<file path="config.mk">
export PLATFORM = sky130hd
export DESIGN_NAME = hmg_drive_flat
export DESIGN_NICKNAME = d
export VERILOG_FILES = /design/src/inc/hmg_pkg.sv /design/src/inc/hmg_if.sv /design/src/verilog/hmg_sync.sv /design/src/verilog/hmg_drive.sv /design/src/flat_wrapper.sv
export SDC_FILE = /design/constraint.sdc
export NUM_CORES = 1
export LEC_CHECK = 0
export ABC_AREA = 1
export BUFFER_PORTS_ARGS = -buffer_cell sky130_fd_sc_hd__clkbuf_2
export CAP_MARGIN = 20
export CORE_MARGIN = 4
export CORE_UTILIZATION = 58
export CTS_CLUSTER_SIZE = 12
export DETAILED_ROUTE_END_ITERATION = 12
export PLACE_DENSITY = 0.81
export RECOVER_POWER = 100
export REMOVE_ABC_BUFFERS = 1
export SYNTH_ARGS = -nofsm -noshare
export SYNTH_HDL_FRONTEND = slang
export SYNTH_HIERARCHICAL = 1
export SYNTH_SLANG_ARGS = --single-unit
</file>
<file path="constraint.sdc">
create_clock -name sys_clk -period 4.9 [get_ports sys_clk]
set_input_delay 0.49 -clock sys_clk [delete_from_list [all_inputs] [get_ports sys_clk]]
set_output_delay 0.49 -clock sys_clk [all_outputs]
set_load 0.05 [all_outputs]
</file>
<file path="src/inc/hmg_pkg.sv">
package hmg_pkg;

  // ----------------------------------------------------------------
  // Widths
  // ----------------------------------------------------------------
  localparam int HMG_SPW = 16;
  localparam int HMG_PW  = 32;

  // ----------------------------------------------------------------
  // Method code low digit
  // ----------------------------------------------------------------
  localparam logic [3:0] HMG_M_REAR   = 4'h5;
  localparam logic [3:0] HMG_M_COUNT  = 4'h6;
  localparam logic [3:0] HMG_M_CRADLE = 4'h7;

  // ----------------------------------------------------------------
  // Controller register offsets (byte addresses)
  // ----------------------------------------------------------------
  localparam logic [5:0] HMG_R_CTRL   = 6'h00;
  localparam logic [5:0] HMG_R_METHOD = 6'h04;
  localparam logic [5:0] HMG_R_FAST   = 6'h08;
  localparam logic [5:0] HMG_R_CREEP  = 6'h0C;
  localparam logic [5:0] HMG_R_SHIFT  = 6'h10;
  localparam logic [5:0] HMG_R_POST   = 6'h14;
  localparam logic [5:0] HMG_R_HOME   = 6'h18;
  localparam logic [5:0] HMG_R_ACCEL  = 6'h1C;
  localparam logic [5:0] HMG_R_STAT   = 6'h20;
  localparam logic [5:0] HMG_R_POS    = 6'h24;

  // ----------------------------------------------------------------
  // Field positions
  // ----------------------------------------------------------------
  localparam int HMG_C_AUTO  = 0;
  localparam int HMG_C_RRSEL = 1;
  localparam int HMG_C_START = 2;
  localparam int HMG_C_TWO   = 3;
  localparam int HMG_C_PLO   = 4;
  localparam int HMG_C_PHI   = 9;
  localparam int HMG_M_DIR   = 16;
  localparam int HMG_M_POL   = 17;
  localparam int HMG_S_BUSY  = 0;
  localparam int HMG_S_DONE  = 1;
  localparam int HMG_S_ERR   = 2;

  // ----------------------------------------------------------------
  // Reset values
  // ----------------------------------------------------------------
  localparam logic [31:0] HMG_CTRL_RST   = 32'h0000_0000;
  localparam logic [31:0] HMG_METHOD_RST = 32'h0000_0005;
  localparam logic [31:0] HMG_SPD_RST    = 32'h0000_0010;
  localparam logic [31:0] HMG_CREEP_RST  = 32'h0000_0004;
  localparam logic [31:0] HMG_DIST_RST   = 32'h0000_0000;
  localparam logic [31:0] HMG_ACCEL_RST  = 32'h0000_0002;

  // ----------------------------------------------------------------
  // Sequencer states
  // ----------------------------------------------------------------
  typedef enum logic [1:0] {HMG_IDLE, HMG_FAST, HMG_DOG, HMG_COUNT} hmg_state_e;

endpackage : hmg_pkg

</file>
<file path="src/inc/hmg_if.sv">
`timescale 1ns/1ps
interface hmg_if;
  import hmg_pkg::*;
  logic                 auto_manual_select;
  logic [4:0]           point_entry_select_low;
  logic [2:0]           point_entry_select_high;
  logic                 remote_register_position_select;
  logic                 two_station;
  logic                 homing_req;
  logic [15:0]          homing_method_code;
  logic                 homing_direction;
  logic                 proximity_input_polarity;
  logic [HMG_SPW-1:0]   homing_fast_speed;
  logic [HMG_SPW-1:0]   creep_speed_setting;
  logic [HMG_SPW-1:0]   accel_time;
  logic [HMG_PW-1:0]    home_shift_distance;
  logic [HMG_PW-1:0]    post_proximity_travel;
  logic [HMG_PW-1:0]    home_position_value;
  logic                 homing_busy;
  logic                 homing_done;
  logic                 homing_error;
  logic [HMG_PW-1:0]    current_position;

  modport drive (
    input  auto_manual_select, point_entry_select_low, point_entry_select_high,
           remote_register_position_select, two_station, homing_req,
           homing_method_code, homing_direction, proximity_input_polarity,
           homing_fast_speed, creep_speed_setting, accel_time, home_shift_distance,
           post_proximity_travel, home_position_value,
    output homing_busy, homing_done, homing_error, current_position
  );

  modport master (
    output auto_manual_select, point_entry_select_low, point_entry_select_high,
           remote_register_position_select, two_station, homing_req,
           homing_method_code, homing_direction, proximity_input_polarity,
           homing_fast_speed, creep_speed_setting, accel_time, home_shift_distance,
           post_proximity_travel, home_position_value,
    input  homing_busy, homing_done, homing_error, current_position
  );
endinterface : hmg_if

</file>
<file path="src/verilog/hmg_sync.sv">
`timescale 1ns/1ps
module hmg_sync
  import hmg_pkg::*;
(
  input  wire logic sys_clk,
  input  wire logic nrst,
  input  wire logic pin,
  input  wire logic polarity,
  output logic      level,
  output logic      rise,
  output logic      fall
);

  typedef struct packed {
    logic s1;
    logic s2;
    logic lvl;
  } hmg_sync_s;

  hmg_sync_s s_q;
  hmg_sync_s s_d;

  // ----------------------------------------------------------------
  // Two-stage capture, then polarity, then edge detect
  // ----------------------------------------------------------------
  always_comb
  begin
    s_d     = s_q;
    s_d.s1  = pin;
    s_d.s2  = s_q.s1;
    s_d.lvl = s_q.s2 ^ polarity;
  end

  always_ff @(posedge sys_clk)
  begin
    if (!nrst)
      s_q <= '0;
    else
      s_q <= s_d;
  end

  // Edges compare the next level with the registered one so each is seen exactly once
  assign level = s_q.lvl;
  assign rise  = s_d.lvl & ~s_q.lvl;
  assign fall  = ~s_d.lvl & s_q.lvl;

endmodule : hmg_sync

</file>
<file path="src/verilog/hmg_drive.sv">
// Local design decisions: the register offsets and the Avalon-MM register port.
`timescale 1ns/1ps
module hmg_drive
  import hmg_pkg::*;
#(
  parameter int SPW = HMG_SPW,
  parameter int PW  = HMG_PW
)
(
  input  wire logic     sys_clk,
  input  wire logic     nrst,
  hmg_if.drive          lnk,
  input  wire logic     proximity_pin,
  input  wire logic     enc_step,
  input  wire logic     enc_index,
  output logic [SPW-1:0] speed_cmd,
  output logic          dir_cmd
);

  typedef struct packed {
    hmg_state_e      st;
    logic [3:0]      meth;
    logic            dir;
    logic [SPW-1:0]  spd;
    logic [SPW-1:0]  acnt;
    logic [PW-1:0]   pos;
    logic [PW:0]     trav;
    logic            done;
    logic            err;
  } hmg_drv_s;

  hmg_drv_s       s_q;
  hmg_drv_s       s_d;
  logic           dog_rise;
  logic           dog_fall;
  logic           start_ok;
  logic           meth_ok;
  logic [SPW-1:0] target;
  logic [PW:0]    goal;
  logic           finish;

  hmg_sync u_dog (
    .sys_clk  (sys_clk),
    .nrst     (nrst),
    .pin      (proximity_pin),
    .polarity (lnk.proximity_input_polarity),
    .level    (),
    .rise     (dog_rise),
    .fall     (dog_fall)
  );

  // ----------------------------------------------------------------
  // Start qualification
  // ----------------------------------------------------------------
  // A request outside manual mode, with a point entry selected, or
  // without the register select on a two-station drive is refused.
  assign start_ok = lnk.auto_manual_select
                  & (lnk.point_entry_select_low == 5'h00)
                  & (lnk.point_entry_select_high == 3'h0)
                  & (~lnk.two_station | lnk.remote_register_position_select);

  assign meth_ok = (lnk.homing_method_code[3:0] == HMG_M_REAR)
                 | (lnk.homing_method_code[3:0] == HMG_M_COUNT)
                 | (lnk.homing_method_code[3:0] == HMG_M_CRADLE);

  // Post travel plus shift; one extra bit keeps the sum from wrapping
  assign goal = {1'b0, lnk.post_proximity_travel} + {1'b0, lnk.home_shift_distance};

  // ----------------------------------------------------------------
  // Speed target per phase
  // ----------------------------------------------------------------
  always_comb
  begin
    unique case (s_q.st)
      HMG_IDLE:  target = '0;
      HMG_FAST:  target = lnk.homing_fast_speed;
      HMG_DOG:   target = lnk.creep_speed_setting;
      HMG_COUNT: target = lnk.creep_speed_setting;
    endcase
  end

  // Home is fixed by distance for rear/count, by index for cradle
  always_comb
  begin
    finish = 1'b0;
    if (s_q.st == HMG_COUNT)
      finish = enc_step && ((s_q.trav + 1'b1) >= goal);
    else if (s_q.st == HMG_DOG && s_q.meth == HMG_M_CRADLE)
      finish = enc_index;
  end

  // ----------------------------------------------------------------
  // Sequencer
  // ----------------------------------------------------------------
  always_comb
  begin
    s_d = s_q;

    // Ramp one unit per accel_time cycles toward the target
    if (s_q.spd == target)
      s_d.acnt = '0;
    else if (s_q.acnt + 1'b1 >= lnk.accel_time)
    begin
      s_d.acnt = '0;
      if (s_q.spd < target)
        s_d.spd = s_q.spd + 1'b1;
      else
        s_d.spd = s_q.spd - 1'b1;
    end
    else
      s_d.acnt = s_q.acnt + 1'b1;

    if (enc_step)
    begin
      if (s_q.dir)
        s_d.pos = s_q.pos - 1'b1;
      else
        s_d.pos = s_q.pos + 1'b1;
    end

    unique case (s_q.st)
      HMG_IDLE:
      begin
        if (lnk.homing_req)
        begin
          if (start_ok && meth_ok)
          begin
            s_d.st   = HMG_FAST;
            s_d.meth = lnk.homing_method_code[3:0];
            s_d.dir  = lnk.homing_direction;
            s_d.done = 1'b0;
            s_d.err  = 1'b0;
          end
          else
          begin
            s_d.err  = 1'b1;
            s_d.done = 1'b0;
          end
        end
      end
      HMG_FAST:
      begin
        // Front edge is taken at sample time, hence speed-dependent error
        if (dog_rise)
        begin
          s_d.trav = '0;
          if (s_q.meth == HMG_M_COUNT)
            s_d.st = HMG_COUNT;
          else
            s_d.st = HMG_DOG;
        end
      end
      HMG_DOG:
      begin
        if (s_q.meth == HMG_M_REAR && dog_fall)
        begin
          s_d.trav = '0;
          s_d.st   = HMG_COUNT;
        end
      end
      HMG_COUNT:
      begin
        if (enc_step)
          s_d.trav = s_q.trav + 1'b1;
      end
    endcase

    if (finish)
    begin
      s_d.st   = HMG_IDLE;
      s_d.pos  = lnk.home_position_value;
      s_d.spd  = '0;
      s_d.acnt = '0;
      s_d.done = 1'b1;
    end
  end

  always_ff @(posedge sys_clk)
  begin
    if (!nrst)
    begin
      s_q      <= '0;
      s_q.st   <= HMG_IDLE;
      s_q.meth <= HMG_METHOD_RST[3:0];
    end
    else
      s_q <= s_d;
  end

  // ----------------------------------------------------------------
  // Outputs
  // ----------------------------------------------------------------
  assign speed_cmd            = s_q.spd;
  assign dir_cmd              = s_q.dir;
  assign lnk.homing_busy      = (s_q.st != HMG_IDLE);
  assign lnk.homing_done      = s_q.done;
  assign lnk.homing_error     = s_q.err;
  assign lnk.current_position = s_q.pos;

endmodule : hmg_drive

</file>
<file path="src/flat_wrapper.sv">
// flat-port wrapper written by rule: the top's interface ports become plain ports
module hmg_drive_flat import hmg_pkg::*;
#(
  parameter int SPW = HMG_SPW,
  parameter int PW  = HMG_PW
)
  (sys_clk, nrst, proximity_pin, enc_step, enc_index, speed_cmd, dir_cmd, lnk_auto_manual_select, lnk_point_entry_select_low, lnk_point_entry_select_high, lnk_remote_register_position_select, lnk_two_station, lnk_homing_req, lnk_homing_method_code, lnk_homing_direction, lnk_proximity_input_polarity, lnk_homing_fast_speed, lnk_creep_speed_setting, lnk_accel_time, lnk_home_shift_distance, lnk_post_proximity_travel, lnk_home_position_value, lnk_homing_busy, lnk_homing_done, lnk_homing_error, lnk_current_position);
  hmg_if lnk_i ();
  input  wire logic sys_clk;
  input  wire logic nrst;
  input  wire logic proximity_pin;
  input  wire logic enc_step;
  input  wire logic enc_index;
  output logic [SPW-1:0] speed_cmd;
  output logic dir_cmd;
  input wire logic [$bits(lnk_i.auto_manual_select)-1:0] lnk_auto_manual_select;
  input wire logic [$bits(lnk_i.point_entry_select_low)-1:0] lnk_point_entry_select_low;
  input wire logic [$bits(lnk_i.point_entry_select_high)-1:0] lnk_point_entry_select_high;
  input wire logic [$bits(lnk_i.remote_register_position_select)-1:0] lnk_remote_register_position_select;
  input wire logic [$bits(lnk_i.two_station)-1:0] lnk_two_station;
  input wire logic [$bits(lnk_i.homing_req)-1:0] lnk_homing_req;
  input wire logic [$bits(lnk_i.homing_method_code)-1:0] lnk_homing_method_code;
  input wire logic [$bits(lnk_i.homing_direction)-1:0] lnk_homing_direction;
  input wire logic [$bits(lnk_i.proximity_input_polarity)-1:0] lnk_proximity_input_polarity;
  input wire logic [$bits(lnk_i.homing_fast_speed)-1:0] lnk_homing_fast_speed;
  input wire logic [$bits(lnk_i.creep_speed_setting)-1:0] lnk_creep_speed_setting;
  input wire logic [$bits(lnk_i.accel_time)-1:0] lnk_accel_time;
  input wire logic [$bits(lnk_i.home_shift_distance)-1:0] lnk_home_shift_distance;
  input wire logic [$bits(lnk_i.post_proximity_travel)-1:0] lnk_post_proximity_travel;
  input wire logic [$bits(lnk_i.home_position_value)-1:0] lnk_home_position_value;
  output wire logic [$bits(lnk_i.homing_busy)-1:0] lnk_homing_busy;
  output wire logic [$bits(lnk_i.homing_done)-1:0] lnk_homing_done;
  output wire logic [$bits(lnk_i.homing_error)-1:0] lnk_homing_error;
  output wire logic [$bits(lnk_i.current_position)-1:0] lnk_current_position;
  assign lnk_i.auto_manual_select = lnk_auto_manual_select;
  assign lnk_i.point_entry_select_low = lnk_point_entry_select_low;
  assign lnk_i.point_entry_select_high = lnk_point_entry_select_high;
  assign lnk_i.remote_register_position_select = lnk_remote_register_position_select;
  assign lnk_i.two_station = lnk_two_station;
  assign lnk_i.homing_req = lnk_homing_req;
  assign lnk_i.homing_method_code = lnk_homing_method_code;
  assign lnk_i.homing_direction = lnk_homing_direction;
  assign lnk_i.proximity_input_polarity = lnk_proximity_input_polarity;
  assign lnk_i.homing_fast_speed = lnk_homing_fast_speed;
  assign lnk_i.creep_speed_setting = lnk_creep_speed_setting;
  assign lnk_i.accel_time = lnk_accel_time;
  assign lnk_i.home_shift_distance = lnk_home_shift_distance;
  assign lnk_i.post_proximity_travel = lnk_post_proximity_travel;
  assign lnk_i.home_position_value = lnk_home_position_value;
  assign lnk_homing_busy = lnk_i.homing_busy;
  assign lnk_homing_done = lnk_i.homing_done;
  assign lnk_homing_error = lnk_i.homing_error;
  assign lnk_current_position = lnk_i.current_position;
  hmg_drive #(.SPW(SPW), .PW(PW)) u_core (.sys_clk(sys_clk), .nrst(nrst), .lnk(lnk_i), .proximity_pin(proximity_pin), .enc_step(enc_step), .enc_index(enc_index), .speed_cmd(speed_cmd), .dir_cmd(dir_cmd));
endmodule
</file>
=== Word level (Yosys, flattened, before mapping) ===
Cells that the tools add are included.

* Input bits: 179
* Bits in registers: 109
* Output and inout bits: 52

* Reduce and logical (&&, ||, !) cells: 22
* Add/subtract/negate cells: 7
* $lt $le $gt $ge: 3
* Bitwise logic cells: 14
* Equality and inequality tests: 15
* Multiplexer cells: 21

{| class="wikitable"
|+ Operator list
! cell !! number
|-
| two-way mux 33 bit || 3
|-
| one-hot mux 33 bit (3 select lines) || 1
|-
| two-way mux 32 bit || 3
|-
| one-hot mux 16 bit (3 select lines) || 1
|-
| adder 32 x 32 -> 33 bit || 1
|-
| adder 33 x 1 -> 33 bit, second input constant || 1
|-
| >= comparator 33 bit || 1
|-
| adder 16 x 1 -> 16 bit, second input constant || 2
|-
| adder 32 x 1 -> 32 bit, second input constant || 1
|-
| subtractor 32 x 1 -> 32 bit, second input constant || 1
|-
| equality test 4 x 3 -> 1 bit, second input constant || 6
|-
| equality test 16 bit || 1
|-
| >= comparator 16 bit || 1
|-
| less-than comparator 16 bit || 1
|-
| two-way mux 16 bit || 1
|-
| subtractor 16 x 1 -> 16 bit, second input constant || 1
|-
| two-way mux 7 bit || 2
|-
| two-way mux 2 bit || 4
|-
| nonzero test 2 bit || 4
|-
| inequality test 2 bit, second input constant || 3
|-
| one-hot mux 2 bit (3 select lines) || 1
|-
| AND reduction 2 bit || 3
|-
| nonzero test 3 bit || 2
|-
| bitwise AND 1 bit || 5
|-
| other kinds (16) || 32
|}

=== Depth between registers and ports, before layout ===
Gate-level depths: netlist (run 1).

* Depth after elaboration: 9
* Depth in mapped cells: 28
* Mapped depth without buffers: 27

=== By module ===
Netlist (run 1), hierarchy kept.

{| class="wikitable"
|+ By module, submodules not included
! module !! sequential area each (µm²) !! instances !! cells an instance !! area each (µm²)
|-
| hmg_drive || 2,122.0 || 1 || 2,001 || 12,328.1
|-
| hmg_sync || 60.1 || 1 || 20 || 123.9
|}

=== Worst setup path before layout (run 1) ===
OpenSTA, ideal clock, no wires.

* Kind: register -> register
* Start: register u_core/s_q[105] in the netlist's numbering
* End: register u_core.s_q (netlist bit u_core/speed_cmd[13])
* Library setup time: 0.070 ns
* Arrival: 4.052 ns
* Required time: 4.830 ns
* Cell stages (with the launch flop): 25
* Path slack: 0.778 ns
* Cells stage by stage: dfxtp_1 > clkbuf_1 > inv_1 > ha_1 > buf_2 > buf_1 > a22o_1 > nand2_1 > ha_1 > inv_1 > nor2_1 > o21ai_0 > a21oi_1 > o21ai_0 > nand2_1 > ha_1 > nand3_1 > nand3_1 > nand2_1 > nand2_1 > nand2_1 > o21ai_0 > a21oi_1 > xor2_1 > a21oi_1

* Cells in the longest elaborated chain, start to end: 6
* Elaborated cells on any way between the ends: 15
* Those cells by class: 1 x order compare; 4 x eq/ne; 4 x mux; 1 x bitwise; 5 x reduce/logical

{| class="wikitable"
|+ RTL lines
! what !! RTL line !! RTL
|-
| start: declaration || hmg_drive.sv:32 || <nowiki>hmg_drv_s s_q;</nowiki>
|-
| branches (longest 6 deep; another with less-than comparator 16 bit) || -- ||
|}

Parallel ways; which one is timed is not known.
A chain may end at the register's enable or synchronous reset.

=== Worst setup path after layout (run 1) ===
* Start: input port lnk_home_shift_distance[0]
* End: register u_core.s_q (netlist bit u_core/lnk.current_position[9])

* Cells in the longest elaborated chain, start to end: 5
* Elaborated cells on any way between the ends: 6
* Those cells by class: 1 x add/sub; 1 x order compare; 2 x mux; 2 x reduce/logical

{| class="wikitable"
|+ RTL lines
! what !! RTL line !! RTL
|-
| start: declaration || flat_wrapper.sv:28 || <nowiki>input wire logic [$bits(lnk_i.home_shift_distance)-1:0] lnk_home_shift_distance;</nowiki>
|-
| adder 32 x 32 -> 33 bit (*) || hmg_drive.sv:67 || <nowiki>assign goal = {1'b0, lnk.post_proximity_travel} + {1'b0, lnk.home_shift_distance};</nowiki>
|-
| >= comparator 33 bit (*) || hmg_drive.sv:87 || <nowiki>finish = enc_step && ((s_q.trav + 1'b1) >= goal);</nowiki>
|-
| logical AND 1 bit (*) || hmg_drive.sv:87 ||
|-
| two-way mux 1 bit (*) || hmg_drive.sv:86 || <nowiki>if (s_q.st == HMG_COUNT)</nowiki>
|-
| two-way mux 32 bit / nonzero test 2 bit (equally long branches) || -- ||
|}

Mark *: on every way between the ends. The rest lies on a longest branch, timed or not.

==> results of run 1 <==
-- worst paths after layout --
kind | startpoint | to | cells past startpoint
worst max-delay path | lnk_home_shift_distance[0] | u_core/lnk.current_position[9]$_SDFFE_PN0P_ | 25
worst min-delay path | lnk_home_position_value[10] | u_core/lnk.current_position[10]$_SDFFE_PN0P_ | 3
worst max register to register | u_core/s_q[105]$_SDFFE_PP0P_ | u_core/speed_cmd[13]$_SDFFE_PP0P_ | 20
worst min register to register | u_core/u_dog/s_d[1]$_SDFF_PN0_ | u_core/u_dog/s_q[1]$_SDFF_PN0_ | 2
-- cell usage in the layout, fill, tap and decap left out, types with 5 or more instances in the layout --
master / n
clkbuf_2: 168
nor2_1: 149
o21ai_1: 10
o21ai_0: 82
a31oi_1: 10
a22o_1: 12
xnor2_1: 38
xor2_1: 58
nand3_1: 95
inv_1: 315
nand4_1: 29
nor3_1: 34
clkbuf_1: 53
o21a_1: 5
a21o_1: 9
dfxtp_1: 109
nor4_1: 7
a22oi_1: 7
ha_1: 148
inv_2: 9
a21oi_1: 164
nand2_1: 588
clkbuf_16: 9
nand3b_1: 10
-- layout make-up --
| type | instances | area share (%) |
|---|---|---|
| multi-input cells | 1502 | 62.2 |
| flip-flops and latches | 109 | 16.0 |
| inverters | 328 | 9.04 |
| repair buffers | 226 | 8.01 |
| well taps | 275 | 2.53 |
| clock buffers | 10 | 1.76 |
| clock inverters | 6 | 0.441 |
-- power groups by stage --
stage          sequential, mW  clock, mW  combinational (mW)
6_report                0.921      0.760               0.874
5_1_grt                 0.924      0.806               0.983
4_1_cts                 0.921      0.771               0.883
3_5_place_dp            0.942          0               0.878
3_3_place_gp            0.942          0               0.860
2_1_floorplan           0.987          0               0.576
-- logic make-up after synthesis --
logic type	Yosys count	synth area share [%]
simple gates	938	32.3
buf+inv	410	14.0
compound gates	316	14.0
fa+ha+maj	151	15.4
flops	109	17.5
xor+xnor	97	6.88
-- synthesized netlist by cell type (all sizes together), types with 38 or more instances --
| cell type | count | area, um2 |
|---|---|---|
| nand2 | 593 | 2250 |
| dfxtp | 109 | 2180 |
| nor3 | 38 | 267 |
| inv | 324 | 1220 |
| xnor2 | 38 | 333 |
| buf | 65 | 447 |
| nor2 | 155 | 631 |
| o21ai | 92 | 460 |
| ha | 148 | 1850 |
| nand3 | 95 | 475 |
| xor2 | 59 | 524 |
| a21oi | 165 | 833 |
-- flip-flops by register name, indices dropped and copies added, names as in the netlist --
| register | cells |
|---|---|
| u_core/dir_cmd | 1 |
| u_core/lnk.current_position | 32 |
| u_core/lnk.homing_done | 1 |
| u_core/lnk.homing_error | 1 |
| u_core/s_q | 55 |
| u_core/speed_cmd | 16 |
| u_core/u_dog/level | 1 |
| u_core/u_dog/s_d | 1 |
| u_core/u_dog/s_q | 1 |
-- per-layer routing --
metal	part of all wire [%]	vias to the layer above
met5	0	-
met4	1.7	0
met3	6.8	37
met2	47	403
met1	44	5879
li1	-	6773
-- worst reg2reg max path, stage by stage (launching register included) --
cell      delay, ns
dfxtp_1        0.31
inv_1          0.09
ha_1           0.61
a22o_1         0.24
nand2_1        0.06
ha_1           0.29
nand2_1        0.05
inv_1          0.06
nand3_1        0.09
nor2_1         0.24
o21ai_0        0.20
nand2_1        0.30
clkbuf_2       0.30
ha_1           0.32
a21oi_1        0.23
nor2_1         0.07
nor2_1         0.12
o21ai_0        0.14
a21oi_1        0.20
xor2_1         0.17
a21oi_1        0.08
-- through the flow --
stage	hold slack, ns	utilization, %
after global routing	0.364	64.6
after floorplan	0.390	-
final	0.363	64.6
after global placement	0.391	63.8
after detailed placement	0.410	63.8
after CTS	0.352	65.2
==> flow_metrics.tcl, run 1 <==
set metrics [dict create \
    violations "capacitance limit, slew limit" \
    ctsHoldBuffers 0 \
    start_util_pct 59.0 \
    power.total_mw 2.56 \
    status "finished, violations left" \
    cap_violations 2 \
    path_buf_inv 4 \
    synth_enable_flop_cells 0 \
    core-area_mm2 0.0211 \
    fin_skew_ns 0.00735 \
    cts_tree "done" \
    layout-drive-gt1-share_pct 10.1 \
    hp-class "in -> reg" \
    grt-ovfl-total 0 \
    antenna_cells 0 \
    p_per_area_mw_per_mm2 188 \
    p_int_mw 1.58 \
    numClockSinks 109 \
    ctsRootBufferMaster "clkbuf_16" \
    ant_nets 0 \
    gp_congestion 0.976 \
    cts.htree.levels 3 \
    io_buffers 218 \
    use_met2_pct 46.5 \
    path_delay_family "compound AO/OA/AOI/OAI gates" \
    fin_tns_setup_ns 0 \
    grt_max_degree 46 \
    path_max_fanout 24 \
    max_stage_delay_ns 0.40 \
    worst_slew_pin_slew_ns 1.85 \
    relSlewSlack_pct -23.2 \
    worstSetupPathType "in -> reg" \
    yosys_warnings 6 \
    std_cell_rows 53 \
    clkPwrFrac_pct 29.8 \
    grt_antenna_before_repair 0 \
    dr.pass1.iters 5 \
    power_frac_seq_pct 36.0 \
    dp_cells 2440 \
    slowest_stage "fa_1" \
    worst_setup_path_start_kind "input port" \
    clkTransAtPathRegs_ns 0.08 \
    cts_resized 0 \
    final_nets 2506 \
    ys_seq_area_share_pct 17.5 \
    seqCellArea_mm2 0.00218 \
    sw_frac_of_total_pct 38.0 \
    grtUsageMet3_pct 2.85 \
    setup_viol_count_final 0 \
    cts_made_buffers 9 \
    rsz0062_at_grt "no" \
    vias_per_cell 5.33 \
    setup_ws_ns 0.418 \
    rrSetupSlack_ns 0.62 \
    die_h_um 155 \
    cpMostUsedCell "nand2_1" \
    min_period_over_period_pct 91.5 \
    fill_cells 2100 \
    clock_latency_ns 0.36 \
    grtUsageTotal_pct 26.7 \
    grt_pass1_wl_um 54300 \
    synthFlopType "dfxtp_1" \
    clockBufferDepth 2 \
    placed_area_mm2 0.0134 \
    worst_ep_required_time_ns 5.19 \
    power.switching_mw 0.971 \
    stdcell_count 2456 \
    grt_pass1_vias 12100 \
    dpl.hpwl_um 26900 \
    syn_area_mm2 0.0125 \
    worstPathArrival_ns 4.77 \
    drt_first_iter_violations 930 \
    die_w_um 155 \
    cts_setup_buffers 0 \
    drc 0 \
    fin_area_mm2 0.0136 \
    synth_seq_cells 109 \
    syn_area_per_cell_um2 6.16 \
    yosysUniqueCellTypes 54 \
    ir_drop_mv 0.167 \
    multi_input_area_mm2 0.00847 \
    post-route-min-period_ns 4.48 \
    grt_busiest_layer "met2" \
    top_level_ports 231 \
    dp_slack_ns 0.154 \
    setup.worst_path.end_class "register" \
    num_vias 13100 \
    fmax_mhz 223 \
    drt-total-wl_um 33200 \
    pwr-share-comb_pct 34.2 \
    power.leakage_nw 7.56 \
    drv_slew 80 \
    hold_viol_final 0 \
    syn_inst 2021 \
    die_area_mm2 0.0239 \
    synth-async-reset-ratio_pct 0 \
    wl_per_cell_um 13.5 \
    use_met1_pct 35.4 \
    syn2layout_area_growth_pct 9.33 \
]
No activity file was read; power rests on OpenSTA's default activity.
==> inputs of run 2 (changes only) <==
--- a/config.mk
+++ b/config.mk
@@ -5,15 +5,13 @@
 export SDC_FILE = /design/constraint.sdc
 export NUM_CORES = 1
 export LEC_CHECK = 0
-export ABC_AREA = 1
 export BUFFER_PORTS_ARGS = -buffer_cell sky130_fd_sc_hd__clkbuf_2
 export CAP_MARGIN = 20
 export CORE_MARGIN = 4
-export CORE_UTILIZATION = 58
+export CORE_UTILIZATION = 55
 export CTS_CLUSTER_SIZE = 12
 export DETAILED_ROUTE_END_ITERATION = 12
-export PLACE_DENSITY = 0.81
-export RECOVER_POWER = 100
+export PLACE_DENSITY = 0.79
 export REMOVE_ABC_BUFFERS = 1
 export SYNTH_ARGS = -nofsm -noshare
 export SYNTH_HDL_FRONTEND = slang
==> run 2 against run 1 <==
Effect of this change:
- the flow now finishes without violations
- global-route usage shrank 1.7 points
- critical path depth is 3 higher
- wire length decreased by 13%
- hold slack lost 0.036 ns
- clock skew grew 0.0017 ns
- cell area decreased by 5.4%
- cell count fell by 25%
- total power is 14% lower
- via count decreased by 19%
==> flow_metrics.tcl, run 2 <==
set metrics [dict create \
    status "finished clean" \
    setup_viol_count_final 0 \
    hold_viol_final 0 \
    rrSetupSlack_ns 0.14 \
    max_stage_delay_ns 0.37 \
    die_area_mm2 0.0216 \
    clockBufferDepth 2 \
    largest_register_ffs 55 \
    yosysUniqueCellTypes 74 \
    dr.pass1.iters 6 \
    worstPathArrival_ns 5.14 \
    worstSetupPathType "in -> reg" \
    dpl.hpwl_um 22100 \
    hp-class "in -> reg" \
    start_util_pct 56.4 \
    ctsHoldBuffers 0 \
    power.leakage_nw 6.10 \
    syn_area_mm2 0.0106 \
    synth_top_cell_by_area "dfxtp_1" \
    drt_first_iter_violations 771 \
    synth_top_area_share_pct 20.5 \
    rsz0062_at_grt "yes" \
    grt_antenna_before_repair 0 \
    synth_seq_cells 109 \
    whs_endpoint "u_core/u_dog/s_d[1]$_SDFF_PN0_" \
    drv_slew 0 \
    io_buffers 218 \
    relSlewSlack_pct 37.5 \
    worst_hold_slack_ns 0.327 \
    path_buf_inv 6 \
    clock_latency_ns 0.36 \
    grt-ovfl-total 0 \
    drt-total-wl_um 29000 \
    cts_tree "done" \
    r2r-start "u_core/s_q[2]$_SDFFE_PN0P_" \
    wl_per_cell_um 15.7 \
    top_register "u_core/s_q" \
    post-route-min-period_ns 4.85 \
    die_h_um 147 \
    cts_made_buffers 9 \
    reg2reg_depth 23 \
    std_cell_rows 50 \
    grt_pass1_vias 9920 \
    final_cell_mix "clkbuf_2 (216), ha_1 (144), nor2_1 (128)" \
    core-area_mm2 0.0188 \
    min_period_over_period_pct 98.9 \
    timing.rr.end "u_core/lnk.current_position[29]$_SDFFE_PN0P_" \
    slowest_stage "fa_2" \
    ant_nets 0 \
    path_delay_family "compound AO/OA/AOI/OAI gates" \
    setup.worst_path.end_class "register" \
    drc 0 \
    ir_drop_mv 0.176 \
    placed_area_mm2 0.0121 \
    fin_skew_ns 0.00902 \
    final_nets 1909 \
    yosys_warnings 6 \
    antenna_cells 0 \
    worst_ep_required_time_ns 5.20 \
    vias_per_cell 5.75 \
    cts.htree.levels 3 \
    gp_congestion 0.923 \
    top_level_ports 231 \
    fin_tns_setup_ns 0 \
    synthTopCellsByCount "ha_1 (148), nor2_1 (131), a21oi_1 (116)" \
    post-synth-top-count-cell "ha_1" \
    die_w_um 147 \
    ctsRootBufferMaster "clkbuf_16" \
    final_common_cell "clkbuf_2" \
    grt_max_degree 65 \
    worst_setup_path_start_kind "input port" \
    synth_enable_flop_cells 0 \
    worst_slew_pin_slew_ns 0.937 \
    numClockSinks 109 \
    min_from "proximity_pin" \
    cap_violations 0 \
    synth.area.top_cells "dfxtp_1 (21%), ha_1 (17%), xnor2_1 (5.9%), a21oi_1 (5.5%), nor2_1 (4.6%)" \
    ys_seq_area_share_pct 20.5 \
    grtUsageTotal_pct 25.0 \
    synth-async-reset-ratio_pct 0 \
    multi_input_area_mm2 0.00794 \
    cpMostUsedCell "a21oi_2" \
    grt_pass1_wl_um 46200 \
    syn_inst 1348 \
    seqCellArea_mm2 0.00219 \
    min_path_cells 2 \
    path_max_fanout 8 \
    fill_cells 1526 \
    synthFlopType "dfxtp_1" \
    syn_area_per_cell_um2 7.88 \
    clkTransAtPathRegs_ns 0.08 \
    fin_area_mm2 0.0129 \
    syn2layout_area_growth_pct 21.2 \
    layout-drive-gt1-share_pct 26.6 \
    num_vias 10600 \
    fmax_mhz 206 \
    p_per_area_mw_per_mm2 170 \
]
==> run 2: worst max-delay path by stage <==
stage | startpoint | endpoint | depth (start not counted)
finish | lnk_post_proximity_travel[0] | u_core/lnk.current_position[29]$_SDFFE_PN0P_ | 28
detailed placement | lnk_home_shift_distance[0] | u_core/s_q[69]$_SDFF_PP0_ | 24
CTS | lnk_home_shift_distance[0] | u_core/lnk.current_position[20]$_SDFFE_PN0P_ | 25
global route | lnk_post_proximity_travel[0] | u_core/lnk.current_position[29]$_SDFFE_PN0P_ | 28
floorplan | lnk_home_shift_distance[0] | u_core/lnk.current_position[11]$_SDFFE_PN0P_ | 22
global placement | lnk_home_shift_distance[0] | u_core/s_q[80]$_SDFF_PP0_ | 24
==> run 2: where the power goes <==
part           total (mW)  switching (mW)  internal (mW)
logic               0.517           0.274          0.242
clock network       0.770           0.355          0.415
registers           0.900         0.00729          0.892
==> run 2: metal layers <==
| metal | up-vias | wire length (um) | GRT usage [%] |
|---|---|---|---|
| met3 | 40 | 1770 | 2.96 |
| met5 | - | 0 | 0 |
| met1 | 4925 | 13300 | 33.7 |
| met4 | 0 | 597 | 7.64 |
| li1 | 5307 | - | - |
| met2 | 326 | 13300 | 41.9 |
==> run 2: stage by stage <==
stage	worst slack [ns]	power, mW	std cells	utilization [%]
2_1_floorplan	-2.39	1.21	1260	-
3_3_place_gp	-0.425	1.39	1812	64.3
3_5_place_dp	-0.562	1.40	1812	64.3
4_1_cts	0.0251	2.17	1828	66.2
5_1_grt	-0.175	2.30	1844	68.4
6_report	0.0521	2.19	1844	68.4
==> run 2: logic make-up (layout without fill, tap and decap cells) <==
logic type               Yosys count  in the layout  share of synthesized area [%]
AND/OR/NAND/NOR                  427            428                           19.9
multiplexers                      22             22                           2.07
buffers and inverters            150            385                           7.17
XOR/XNOR                         106            106                           8.74
AO/OA/AOI/OAI                    383            383                           23.5
flip-flops                       109            109                           20.5
adder cells (fa/ha/maj)          151            151                           18.0
==> run 2: cell type report <==
type,instances,share of cell area [%]
well taps,260,2.53
clock inverters,6,0.535
multi-input cells,1090,61.7
flip-flops and latches,109,17.0
repair buffers,307,14.6
inverters,62,1.81
clock buffers,10,1.86
==> run 2: repair_timing <==
| action | CTS | global route |
|---|---|---|
| gates resized for setup | 13 | 56 |
| pin swaps | 5 | 44 |
| buffers inserted | 0 | 11 |
| endpoints found under the setup margin | 42 | 65 |
| cloned | 0 | 4 |
==> run 2: worst register-to-register path, cell delays in order, from the launching register on <==
cell and delay, ns:
dfxtp_1 0.46, ha_1 0.30, and3_1 0.20, nand3_1 0.18, nor2_1 0.17, nand2_1 0.20, nor3_4 0.29, and3_1 0.26
nand3_1 0.11, xnor2_1 0.17, ha_1 0.32, buf_4 0.11, nand2_1 0.07, nor2_2 0.12, nand2_1 0.08, or3_4 0.37
a41o_1 0.26, a31oi_4 0.24, buf_8 0.19, buf_12 0.14, buf_4 0.13, nand2_1 0.08, o31a_1 0.13, a21oi_2 0.13
